### src/core/lbb_pkg.sv
/*
 * lbb_pkg: shared constants, register map and carrier structs for the
 * lighting driver control core.
 * Assumes a single 125 MHz system clock and a plain strobe register port.
 */
package lbb_pkg;

    // register port geometry
    localparam int ADDR_W = 8;
    localparam int DATA_W = 16;
    localparam int NCH = 2;

    // register offsets
    localparam logic [ADDR_W-1:0] REG_CTRL = 8'h00;
    localparam logic [ADDR_W-1:0] REG_BOOST_CFG = 8'h04;
    localparam logic [ADDR_W-1:0] REG_BUCK1_CFG = 8'h08;
    localparam logic [ADDR_W-1:0] REG_BUCK2_CFG = 8'h0c;
    localparam logic [ADDR_W-1:0] REG_STATUS = 8'h10;
    localparam logic [ADDR_W-1:0] REG_IRQ_STAT = 8'h14;
    localparam logic [ADDR_W-1:0] REG_IRQ_MASK = 8'h18;

    // control register fields
    localparam int CTRL_BOOST_EN_BIT = 0;
    localparam int CTRL_DIMMING_SOURCE_SELECT_LSB = 1;
    localparam int CTRL_BUCK_EN_LSB = 3;
    localparam int CTRL_OCMP_EN_LSB = 5;
    localparam int CTRL_W = 7;
    localparam logic [CTRL_W-1:0] CTRL_RST = 7'h00;

    // boost configuration fields: setpoint [7:0], overvoltage margin [11:8]
    localparam int BCFG_SET_LSB = 0;
    localparam int BCFG_SET_W = 8;
    localparam int BCFG_MARGIN_LSB = 8;
    localparam int BCFG_MARGIN_W = 4;
    localparam logic [BCFG_SET_W-1:0] BCFG_SET_RST = 8'h00;
    localparam logic [BCFG_MARGIN_W-1:0] BCFG_MARGIN_RST = 4'h0;
    localparam int TRIM_W = 4;
    localparam int BSUM_W = 10;
    localparam logic [BSUM_W-1:0] BOOST_MAX_SUM = 10'h0ff;

    // status register fields
    localparam int STAT_BOOST_RUN = 0;
    localparam int STAT_BOOST_OV = 1;
    localparam int STAT_BOOST_BLOCK = 2;
    localparam int STAT_OCFLAG_LSB = 3;
    localparam int STAT_POL_LSB = 5;

    // interrupt status / mask layout
    localparam int IRQ_OV = 0;
    localparam int IRQ_BLOCK = 1;
    localparam int IRQ_SWOC_LSB = 2;
    localparam int IRQ_SNOC_LSB = 4;
    localparam int IRQ_W = 6;
    localparam logic [IRQ_W-1:0] IRQ_RST = 6'h00;

    // off-time arithmetic
    localparam int VLED_W = 10;
    localparam int TOFF_W = 16;
    localparam logic [11:0] TOFF_SCALE = 12'hfff;
    localparam logic [VLED_W-1:0] VLED_MIN = 10'h001;

    // overcurrent counters
    localparam int SWCNT_W = 4;
    localparam int SNCNT_W = 8;

    // external dimming delay
    localparam int CLK_PERIOD_NS = 8;
    localparam int DIM_DELAY_NS = 4000;
    localparam int DIM_DELAY_CYC = (DIM_DELAY_NS + CLK_PERIOD_NS - 1) / CLK_PERIOD_NS;
    localparam int DLY_AW = 9;
    localparam int DLY_DEPTH = 512;

    // per-channel buck configuration as held in its register
    typedef struct packed {
        logic [6:0] sense_overcurrent_count_limit;
        logic [2:0] switch_overcurrent_count_limit;
        logic [3:0] buck_offtime_factor;
    } lbb_buck_cfg_s;
    localparam int BUCK_CFG_W = 14;
    localparam lbb_buck_cfg_s BUCK_CFG_RST = 14'h0000;

    // per-channel measurements from the analog front end
    typedef struct packed {
        logic period;
        logic sw_oc;
        logic sense_oc;
        logic [VLED_W-1:0] vled;
    } lbb_meas_s;

    // per-channel commands to the buck power stage
    typedef struct packed {
        logic on;
        logic offset_pol;
        logic [TOFF_W-1:0] toff;
    } lbb_buck_out_s;

endpackage

### src/core/lbb_delay_mem.sv
/*
 * lbb_delay_mem: small dual-port memory used as the dimming delay line.
 * Assumes one clock; read data come out of a register one cycle after raddr.
 */
`timescale 1ns/1ns
module lbb_delay_mem (
    input wire logic i_ref_clk,
    input wire logic i_rstn,
    input wire logic i_we,
    input wire logic [lbb_pkg::DLY_AW-1:0] i_waddr,
    input wire logic [lbb_pkg::NCH-1:0] i_wdata,
    input wire logic [lbb_pkg::DLY_AW-1:0] i_raddr,
    output logic [lbb_pkg::NCH-1:0] o_rdata
);
    import lbb_pkg::*;

    logic [NCH-1:0] mem [DLY_DEPTH];

    // storage carries no reset so it maps onto a ram
    always_ff @(posedge i_ref_clk) begin
        if (i_we) begin
            mem[i_waddr] <= i_wdata;
        end
    end

    // registered read port
    always_ff @(posedge i_ref_clk or negedge i_rstn) begin
        if (!i_rstn) begin
            o_rdata <= '0;
        end else begin
            o_rdata <= mem[i_raddr];
        end
    end
endmodule

### src/core/lbb_core.sv
/*
 * lbb_core: control logic of a dual buck lighting driver with boost supply.
 * Assumes all inputs synchronous to i_ref_clk (125 MHz) and a register
 * master that issues single-cycle read and write strobes.
 */
// Decided for this implementation: the register offsets and the address-and-strobe port.
`timescale 1ns/1ns
module lbb_core (
    input wire logic i_ref_clk,
    input wire logic i_rstn,
    input wire logic [lbb_pkg::ADDR_W-1:0] i_addr,
    input wire logic [lbb_pkg::DATA_W-1:0] i_wdata,
    input wire logic i_wr,
    input wire logic i_rd,
    output logic [lbb_pkg::DATA_W-1:0] o_rdata,
    input wire logic i_boost_ov,
    input wire logic i_boost_below_hyst,
    input wire logic [lbb_pkg::TRIM_W-1:0] i_boost_limit_trim,
    input wire lbb_pkg::lbb_meas_s [lbb_pkg::NCH-1:0] i_meas,
    input wire logic [lbb_pkg::NCH-1:0] i_channel_dimming_input,
    input wire logic [lbb_pkg::NCH-1:0] i_int_dim,
    output logic o_boost_run,
    output lbb_pkg::lbb_buck_out_s [lbb_pkg::NCH-1:0] o_buck,
    output logic o_irq
);
    import lbb_pkg::*;

    // register file
    logic [CTRL_W-1:0] ctrl_r;
    logic [BCFG_SET_W-1:0] setpoint_r;
    logic [BCFG_MARGIN_W-1:0] margin_r;
    lbb_buck_cfg_s [NCH-1:0] bcfg_r;
    logic [IRQ_W-1:0] irq_stat_r;
    logic [IRQ_W-1:0] irq_mask_r;
    logic [DATA_W-1:0] rdata_nxt;

    // address decode
    wire wr_ctrl = i_wr && (i_addr == REG_CTRL);
    wire wr_bcfg = i_wr && (i_addr == REG_BOOST_CFG);
    wire wr_buck1 = i_wr && (i_addr == REG_BUCK1_CFG);
    wire wr_buck2 = i_wr && (i_addr == REG_BUCK2_CFG);
    wire wr_irq_stat = i_wr && (i_addr == REG_IRQ_STAT);
    wire wr_irq_mask = i_wr && (i_addr == REG_IRQ_MASK);
    wire rd_status = i_rd && (i_addr == REG_STATUS);
    wire [NCH-1:0] wr_buck = {wr_buck2, wr_buck1};

    // control fields
    wire boost_en = ctrl_r[CTRL_BOOST_EN_BIT];
    wire [NCH-1:0] dimming_source_select = ctrl_r[CTRL_DIMMING_SOURCE_SELECT_LSB +: NCH];
    wire [NCH-1:0] buck_en = ctrl_r[CTRL_BUCK_EN_LSB +: NCH];
    wire [NCH-1:0] ocmp_en = ctrl_r[CTRL_OCMP_EN_LSB +: NCH];

    // boost state
    logic boost_en_prev_r;
    logic run_req_r;
    logic ov_r;
    logic block_prev_r;
    logic boost_run_r;

    // per-channel state
    logic [NCH-1:0] oc_flag_r;
    logic [NCH-1:0] pol_r;
    logic [NCH-1:0] sw_trip_set;
    logic [NCH-1:0] sn_trip_set;

    // boost limit check, trim takes part in the sum
    wire [BSUM_W-1:0] boost_sum = BSUM_W'(setpoint_r) + BSUM_W'(margin_r) + BSUM_W'(i_boost_limit_trim);
    wire boost_block = boost_sum > BOOST_MAX_SUM;
    wire en_rise = boost_en && !boost_en_prev_r;
    wire en_fall = !boost_en && boost_en_prev_r;
    wire ov_event = i_boost_ov && !ov_r;
    wire block_event = boost_block && !block_prev_r;
    wire boost_run_nxt = run_req_r && !ov_r && !boost_block;

    // register writes
    always_ff @(posedge i_ref_clk or negedge i_rstn) begin
        if (!i_rstn) begin
            ctrl_r <= CTRL_RST;
            setpoint_r <= BCFG_SET_RST;
            margin_r <= BCFG_MARGIN_RST;
            irq_mask_r <= IRQ_RST;
        end else begin
            if (wr_ctrl) begin
                ctrl_r <= i_wdata[CTRL_W-1:0];
            end
            if (wr_bcfg) begin
                setpoint_r <= i_wdata[BCFG_SET_LSB +: BCFG_SET_W];
                margin_r <= i_wdata[BCFG_MARGIN_LSB +: BCFG_MARGIN_W];
            end
            if (wr_irq_mask) begin
                irq_mask_r <= i_wdata[IRQ_W-1:0];
            end
        end
    end

    // boost enable edges and overvoltage latch
    always_ff @(posedge i_ref_clk or negedge i_rstn) begin
        if (!i_rstn) begin
            boost_en_prev_r <= 1'b0;
            run_req_r <= 1'b0;
            ov_r <= 1'b0;
            block_prev_r <= 1'b0;
            boost_run_r <= 1'b0;
        end else begin
            boost_en_prev_r <= boost_en;
            if (en_rise) begin
                run_req_r <= 1'b1;
            end else if (en_fall) begin
                run_req_r <= 1'b0;
            end
            if (i_boost_ov) begin
                ov_r <= 1'b1;
            end else if (i_boost_below_hyst) begin
                ov_r <= 1'b0;
            end
            block_prev_r <= boost_block;
            boost_run_r <= boost_run_nxt;
        end
    end

    // status flag follows the real run state, not the request
    assign o_boost_run = boost_run_r;

    // external dimming delay line, one bit per channel
    logic [DLY_AW-1:0] wp_r;
    logic [DLY_AW:0] fill_r;
    logic [NCH-1:0] dly_q;
    logic [NCH-1:0] dim_prev_r;
    wire [DLY_AW-1:0] rp = wp_r - DLY_AW'(DIM_DELAY_CYC - 1);
    wire fill_done = fill_r == (DLY_AW + 1)'(DIM_DELAY_CYC);
    // both edges pass the same memory, so the duty cycle is untouched
    wire [NCH-1:0] ext_dly = fill_done ? dly_q : '0;
    wire [NCH-1:0] dim_lvl = (dimming_source_select & ext_dly) | (~dimming_source_select & i_int_dim);
    wire [NCH-1:0] dim_start = dim_lvl & ~dim_prev_r;

    lbb_delay_mem u_dly (
        .i_ref_clk(i_ref_clk),
        .i_rstn(i_rstn),
        .i_we(1'b1),
        .i_waddr(wp_r),
        .i_wdata(i_channel_dimming_input),
        .i_raddr(rp),
        .o_rdata(dly_q)
    );

    // write pointer and fill count gate off stale memory after reset
    always_ff @(posedge i_ref_clk or negedge i_rstn) begin
        if (!i_rstn) begin
            wp_r <= '0;
            fill_r <= '0;
            dim_prev_r <= '0;
        end else begin
            wp_r <= wp_r + 1'b1;
            if (!fill_done) begin
                fill_r <= fill_r + 1'b1;
            end
            dim_prev_r <= dim_lvl;
        end
    end

    // per-channel buck logic
    genvar c;
    generate
        for (c = 0; c < NCH; c++) begin : g_ch
            logic [SWCNT_W-1:0] sw_cnt_r;
            logic [SNCNT_W-1:0] sn_cnt_r;
            logic sw_trip_r;
            logic sn_trip_r;
            logic [TOFF_W-1:0] toff_r;
            wire cnt_clr = !buck_en[c] || dim_start[c];
            wire flag_read = rd_status && oc_flag_r[c];
            wire sw_step = i_meas[c].period && i_meas[c].sw_oc && !sw_trip_r;
            wire sn_step = i_meas[c].period && i_meas[c].sense_oc && !sn_trip_r;
            wire [SWCNT_W-1:0] sw_lim = SWCNT_W'(bcfg_r[c].switch_overcurrent_count_limit) + 1'b1;
            wire [SNCNT_W-1:0] sn_lim = SNCNT_W'(bcfg_r[c].sense_overcurrent_count_limit) + 1'b1;
            wire [SWCNT_W-1:0] sw_inc = sw_cnt_r + 1'b1;
            wire [SNCNT_W-1:0] sn_inc = sn_cnt_r + 1'b1;
            wire [VLED_W-1:0] vled_safe = (i_meas[c].vled < VLED_MIN) ? VLED_MIN : i_meas[c].vled;
            wire [TOFF_W-1:0] toff_num = TOFF_W'(bcfg_r[c].buck_offtime_factor) * TOFF_W'(TOFF_SCALE);
            assign sw_trip_set[c] = sw_step && !cnt_clr && (sw_inc == sw_lim);
            assign sn_trip_set[c] = sn_step && !cnt_clr && (sn_inc == sn_lim);

            // counters restart after a trip so a released channel counts afresh
            always_ff @(posedge i_ref_clk or negedge i_rstn) begin
                if (!i_rstn) begin
                    sw_cnt_r <= '0;
                    sn_cnt_r <= '0;
                end else begin
                    if (cnt_clr || sw_trip_set[c]) begin
                        sw_cnt_r <= '0;
                    end else if (sw_step) begin
                        sw_cnt_r <= sw_inc;
                    end
                    if (cnt_clr || sn_trip_set[c]) begin
                        sn_cnt_r <= '0;
                    end else if (sn_step) begin
                        sn_cnt_r <= sn_inc;
                    end
                end
            end

            // trips hold the channel off until the flag is read; new trip wins
            always_ff @(posedge i_ref_clk or negedge i_rstn) begin
                if (!i_rstn) begin
                    sw_trip_r <= 1'b0;
                    sn_trip_r <= 1'b0;
                    oc_flag_r[c] <= 1'b0;
                end else begin
                    sw_trip_r <= sw_trip_set[c] || (sw_trip_r && !flag_read);
                    sn_trip_r <= sn_trip_set[c] || (sn_trip_r && !flag_read);
                    oc_flag_r[c] <= sw_trip_set[c] || sn_trip_set[c] || (oc_flag_r[c] && !flag_read);
                end
            end

            // offset polarity and off-time
            always_ff @(posedge i_ref_clk or negedge i_rstn) begin
                if (!i_rstn) begin
                    pol_r[c] <= 1'b0;
                    toff_r <= '0;
                end else begin
                    if (!ocmp_en[c]) begin
                        pol_r[c] <= 1'b0;
                    end else if (i_meas[c].period) begin
                        pol_r[c] <= !pol_r[c];
                    end
                    toff_r <= toff_num / TOFF_W'(vled_safe);
                end
            end

            assign o_buck[c].on = buck_en[c] && dim_lvl[c] && !sw_trip_r && !sn_trip_r;
            assign o_buck[c].offset_pol = pol_r[c];
            assign o_buck[c].toff = toff_r;
        end
    endgenerate

    // buck configuration registers
    always_ff @(posedge i_ref_clk or negedge i_rstn) begin
        if (!i_rstn) begin
            bcfg_r <= {NCH{BUCK_CFG_RST}};
        end else begin
            for (int k = 0; k < NCH; k++) begin
                if (wr_buck[k]) begin
                    bcfg_r[k] <= lbb_buck_cfg_s'(i_wdata[BUCK_CFG_W-1:0]);
                end
            end
        end
    end

    // interrupt status: events set, write one clears, set wins
    wire [IRQ_W-1:0] irq_ev = {sn_trip_set, sw_trip_set, block_event, ov_event};
    wire [IRQ_W-1:0] irq_clr = wr_irq_stat ? i_wdata[IRQ_W-1:0] : '0;
    always_ff @(posedge i_ref_clk or negedge i_rstn) begin
        if (!i_rstn) begin
            irq_stat_r <= IRQ_RST;
        end else begin
            irq_stat_r <= irq_ev | (irq_stat_r & ~irq_clr);
        end
    end
    assign o_irq = |(irq_stat_r & irq_mask_r);

    // read mux, unmapped addresses read zero
    always_comb begin
        rdata_nxt = '0;
        case (i_addr)
            REG_CTRL: rdata_nxt[CTRL_W-1:0] = ctrl_r;
            REG_BOOST_CFG: begin
                rdata_nxt[BCFG_SET_LSB +: BCFG_SET_W] = setpoint_r;
                rdata_nxt[BCFG_MARGIN_LSB +: BCFG_MARGIN_W] = margin_r;
            end
            REG_BUCK1_CFG: rdata_nxt[BUCK_CFG_W-1:0] = bcfg_r[0];
            REG_BUCK2_CFG: rdata_nxt[BUCK_CFG_W-1:0] = bcfg_r[1];
            REG_STATUS: begin
                rdata_nxt[STAT_BOOST_RUN] = boost_run_r;
                rdata_nxt[STAT_BOOST_OV] = ov_r;
                rdata_nxt[STAT_BOOST_BLOCK] = boost_block;
                rdata_nxt[STAT_OCFLAG_LSB +: NCH] = oc_flag_r;
                rdata_nxt[STAT_POL_LSB +: NCH] = pol_r;
            end
            REG_IRQ_STAT: rdata_nxt[IRQ_W-1:0] = irq_stat_r;
            REG_IRQ_MASK: rdata_nxt[IRQ_W-1:0] = irq_mask_r;
            default: rdata_nxt = '0;
        endcase
    end

    // read data stand only in the cycle after the strobe
    always_ff @(posedge i_ref_clk or negedge i_rstn) begin
        if (!i_rstn) begin
            o_rdata <= '0;
        end else begin
            o_rdata <= i_rd ? rdata_nxt : '0;
        end
    end
endmodule

### config.mk
export PLATFORM = sky130hd
export DESIGN_NAME = lbb_core
export DESIGN_NICKNAME = d
export VERILOG_FILES = /design/src/core/lbb_pkg.sv /design/src/core/lbb_delay_mem.sv /design/src/core/lbb_core.sv
export SDC_FILE = /design/constraint.sdc
export NUM_CORES = 2
export LEC_CHECK = 0
export BUFFER_PORTS_ARGS = -buffer_cell sky130_fd_sc_hd__clkbuf_2
export CORE_ASPECT_RATIO = 1.75
export CORE_MARGIN = 5
export CORE_UTILIZATION = 50
export CTS_CLUSTER_SIZE = 10
export DETAILED_ROUTE_END_ITERATION = 8
export GPL_ROUTABILITY_DRIVEN = 0
export GPL_TIMING_DRIVEN = 0
export PLACE_DENSITY = 0.66
export SKIP_LAST_GASP = 1
export SLEW_MARGIN = 25
export SYNTH_ARGS = -nofsm -noshare
export SYNTH_HDL_FRONTEND = slang
export SYNTH_SLANG_ARGS = --single-unit
export TNS_END_PERCENT = 100
### constraint.sdc
create_clock -name i_ref_clk -period 38.5 [get_ports i_ref_clk]
set_input_delay 5.775 -clock i_ref_clk [delete_from_list [all_inputs] [get_ports i_ref_clk]]
set_output_delay 5.775 -clock i_ref_clk [all_outputs]
set_load 0.05 [all_outputs]
==> results by group <==
STA
  • Pins over their slew limit: 0
  • Worst-Margin Slew: 1.149 ns
  • Relative slew margins: 0.2341
  • Fmax: 27.14 MHz
  • Fin crit period: 36.85 ns
  • Final Skew: 0.02888 ns
  • # setup viols final: 0
  • Hold Slack: 0.4478 ns
  • Tcrit/Tclk final: 0.9572
  • Post-route setup slack: 1.647 ns
  • Final Hold Viols: 0
  • Final setup TNS: 0 ns

Synthesis
  • Synth area leader: edfxtp_1
  • Synthesis-stage register bit count: 1189
  • Syn Inst Count: 4565
  • Netlist cell types: 105
  • Sequential area share after synthesis: 0.5638
  • Synth Flop Type: edfxtp_1
  • Synth Cell Area: 0.06186 mm²
  • Syn. warnings: 0
  • Top cells by area, synth: edfxtp_1 50%, mux4_2 12%, dfrtp_1 6.7%, ha_1 5.7%, nor2_1 4.6%
  • Top cell type's share of synthesized area: 0.4971
  • EDFF count, synth: 1024
  • Post-Syn Area per Cell: 13.55 µm²
  • Async set-reset flop share out of synthesis: 0.1388

Route
  • Vias per inst: 6.207
  • Remaining routing DRC violations: 0
  • Total vias in the final route: 40820
  • Final wirelength: 178000 µm
  • 1st-iter DRT viols: 3684
  • Detailed Routing Iterations Pass 1: 8
  • Antenna-violating nets left: 0
  • Drt wl/cell: 27.07 µm

Worst setup path
  • Worst R2R Setup Slack: 4.45 ns
  • Crit. End Element: register
  • Crit path arrival time: 37.43 ns
  • FF-to-FF Start: bcfg_r[15]$_DFFE_PN0P_
  • Most frequent CP cell: ha_1
  • Crit-path max FO: 10
  • Slowest library cell on the worst path: or4_1
  • Critical Path Start Type: primary input
  • Setup CP Type: primary input to register
  • Crit-path max cell delay: 0.53 ns
  • Worst EP required: 39.08 ns
  • Reg2reg path depth: 166
  • Crit path buffers/inverters: 24
  • CP top delay family: compound AO/OA/AOI/OAI gates
  • Reg2reg end: g_ch[1].toff_r[0]$_DFF_PN0_

Hold path
  • Hold Path End: irq_stat_r[1]$_DFF_PN0_
  • Hold Path Origin: block_prev_r$_DFF_PN0_
  • Hold Path Class: register to register
  • Hold Path Depth: 1

Floorplan
  • Chip width: 275.9 µm
  • Die height: 475.3 µm
  • Initial Util: 0.5040
  • Die Area: 0.1311 mm²
  • Core ar.: 0.1227 mm²
  • Ports: 118
  • FP Rows: 170

Clock tree
  • H-tree Lvls: 4
  • # hold bufs at CTS: 0
  • Clk_lat worst skew: 0.77 ns
  • Reg clk slew, reported paths: 0.06 ns
  • TritonCTS buffer count: 138
  • Clock root cell: clkbuf_16
  • CTS tree: done
  • CTS Sinks: 1189
  • Largest buffer count on any clock path: 3

Outcome
  • Outcome: finished, final reports clean

GRT
  • GR Overflow Total: 0
  • Largest net degree at the start of global routing: 117
  • Initial antenna violation count: 1
  • Vias in the first global route: 42350
  • First-pass GRT wire length: 259400 µm
  • Tot GR Track Use: 0.2692

Final layout
  • Most frequent cells in the layout: 1024 x edfxtp_1, 740 x nor2_1, 340 x mux4_2, 280 x ha_1, 234 x nand2_1
  • Post-route cell area: 0.07008 mm²
  • Post-layout util: 0.5710
  • NumNets Final: 5267
  • Layout Cells excl Fill: 6576
  • Most common cell after layout, fill and taps aside: edfxtp_1
  • Area delta synth->final: 13.30%
  • Fraction of layout cells with a size suffix above 1: 0.2208

Placed design
  • Placed Instance Area: 0.06498 mm²
  • Dpl ws: -5.396 ns
  • Port Buffers: 113
  • Post-DP HPWL: 126600 µm
  • Inst Count DP: 6326

Pwr
  • Max VDD drop: 153.4 µV
  • Total power: 5.902 mW
  • PwrDens: 84.21 mW/mm²
  • Leak pwr: 25.78 nW

Flow run
  • Number of max-cap violations: 0
state kept, by name (all words and copies together), names as in the netlist, 2 cells and up:
name,flops
g_ch.toff_r,32
o_buck,2
g_ch.sw_cnt_r,8
irq_mask_r,6
setpoint_r,8
u_dly.o_rdata,2
ctrl_r,7
g_ch.sn_trip_r,2
oc_flag_r,2
irq_stat_r,6
margin_r,4
dim_prev_r,2
fill_r,10
wp_r,9
o_rdata,14
g_ch.sw_trip_r,2
bcfg_r,28
g_ch.sn_cnt_r,16
u_dly.mem,1024
where the power goes:
group          internal (mW)  leakage, nW  switching [mW]
logic                   1.53         12.5            1.78
clock network          0.658         1.87           0.512
registers               1.42         11.4          0.0108
total                   3.60         25.8            2.30
layout make-up:
class	instances	area (µm²)
clock inverter	18	337.8
sequential	1189	34880
inverter	132	524.3
antenna	1	2.502
timing repair buffer	195	1463
fill	9852	52650
tap	1634	2044
clock buffer	163	3547
multi-input combinational	3035	26280
buffer	209	1012
kinds of logic after synthesis:
| logic type | after synthesis | synth area share |
|---|---|---|
| compound gates | 639 | 0.07128 |
| simple gates | 1403 | 0.1008 |
| fa+ha+maj | 304 | 0.06388 |
| xor+xnor | 201 | 0.02846 |
| other cells | 1 | 0.00006062 |
| mux | 486 | 0.1503 |
| buf+inv | 342 | 0.02144 |
| flops | 1189 | 0.5638 |
routing by layer:
layer,vias to the layer above,GRT usage,routed length (µm)
met2,1642,0.5046,95860
met3,610,0.04172,9949
met4,0,0.1856,15500
met5,-,0,0
li1,18060,-,-
met1,20510,0.2687,56720
cells in the mapped netlist, drive strengths merged, types with 35 or more instances:
library cell and n:
nor2 754, nand2 236, mux4 340, nand3 61, buf 66, o21ai 126, inv 129, nor3 99
o31ai 39, a21oi 120, xnor2 115, clkbuf 144, a21o 47, nor2b 35, edfxtp 1024, mux2 118
dfrtp 165, ha 283, xor2 86, o21a 88
timing repair:
item	4_1_cts	5_1_grt
setup buffers	14	53
pin swaps	10	45
cloned	0	2
gates resized for setup	73	120
setup endpoints to repair	4	3
worst reg2reg max path, delay by kind of cell, from the launching register on:
kind                       cells  cell delay (ns)
AOI/OAI and AO/OA             87            16.89
adders and majority gates     19             6.55
and+or+nand+nor               36             5.70
buffers and inverters         20             2.94
muxes                          4             1.33
DFF                            1             0.49
worst max-delay path by stage:
stage | start | endpoint | cells after the start
2_1_floorplan | i_meas[22] | g_ch[1].toff_r[0]$_DFF_PN0_ | 165
3_3_place_gp | i_meas[22] | g_ch[1].toff_r[0]$_DFF_PN0_ | 166
3_5_place_dp | i_meas[22] | g_ch[1].toff_r[0]$_DFF_PN0_ | 165
4_1_cts | i_meas[21] | g_ch[1].toff_r[0]$_DFF_PN0_ | 165
5_1_grt | i_meas[9] | g_ch[0].toff_r[0]$_DFF_PN0_ | 162
6_report | i_meas[9] | g_ch[0].toff_r[0]$_DFF_PN0_ | 158
(Power assumes the default switching activity.)
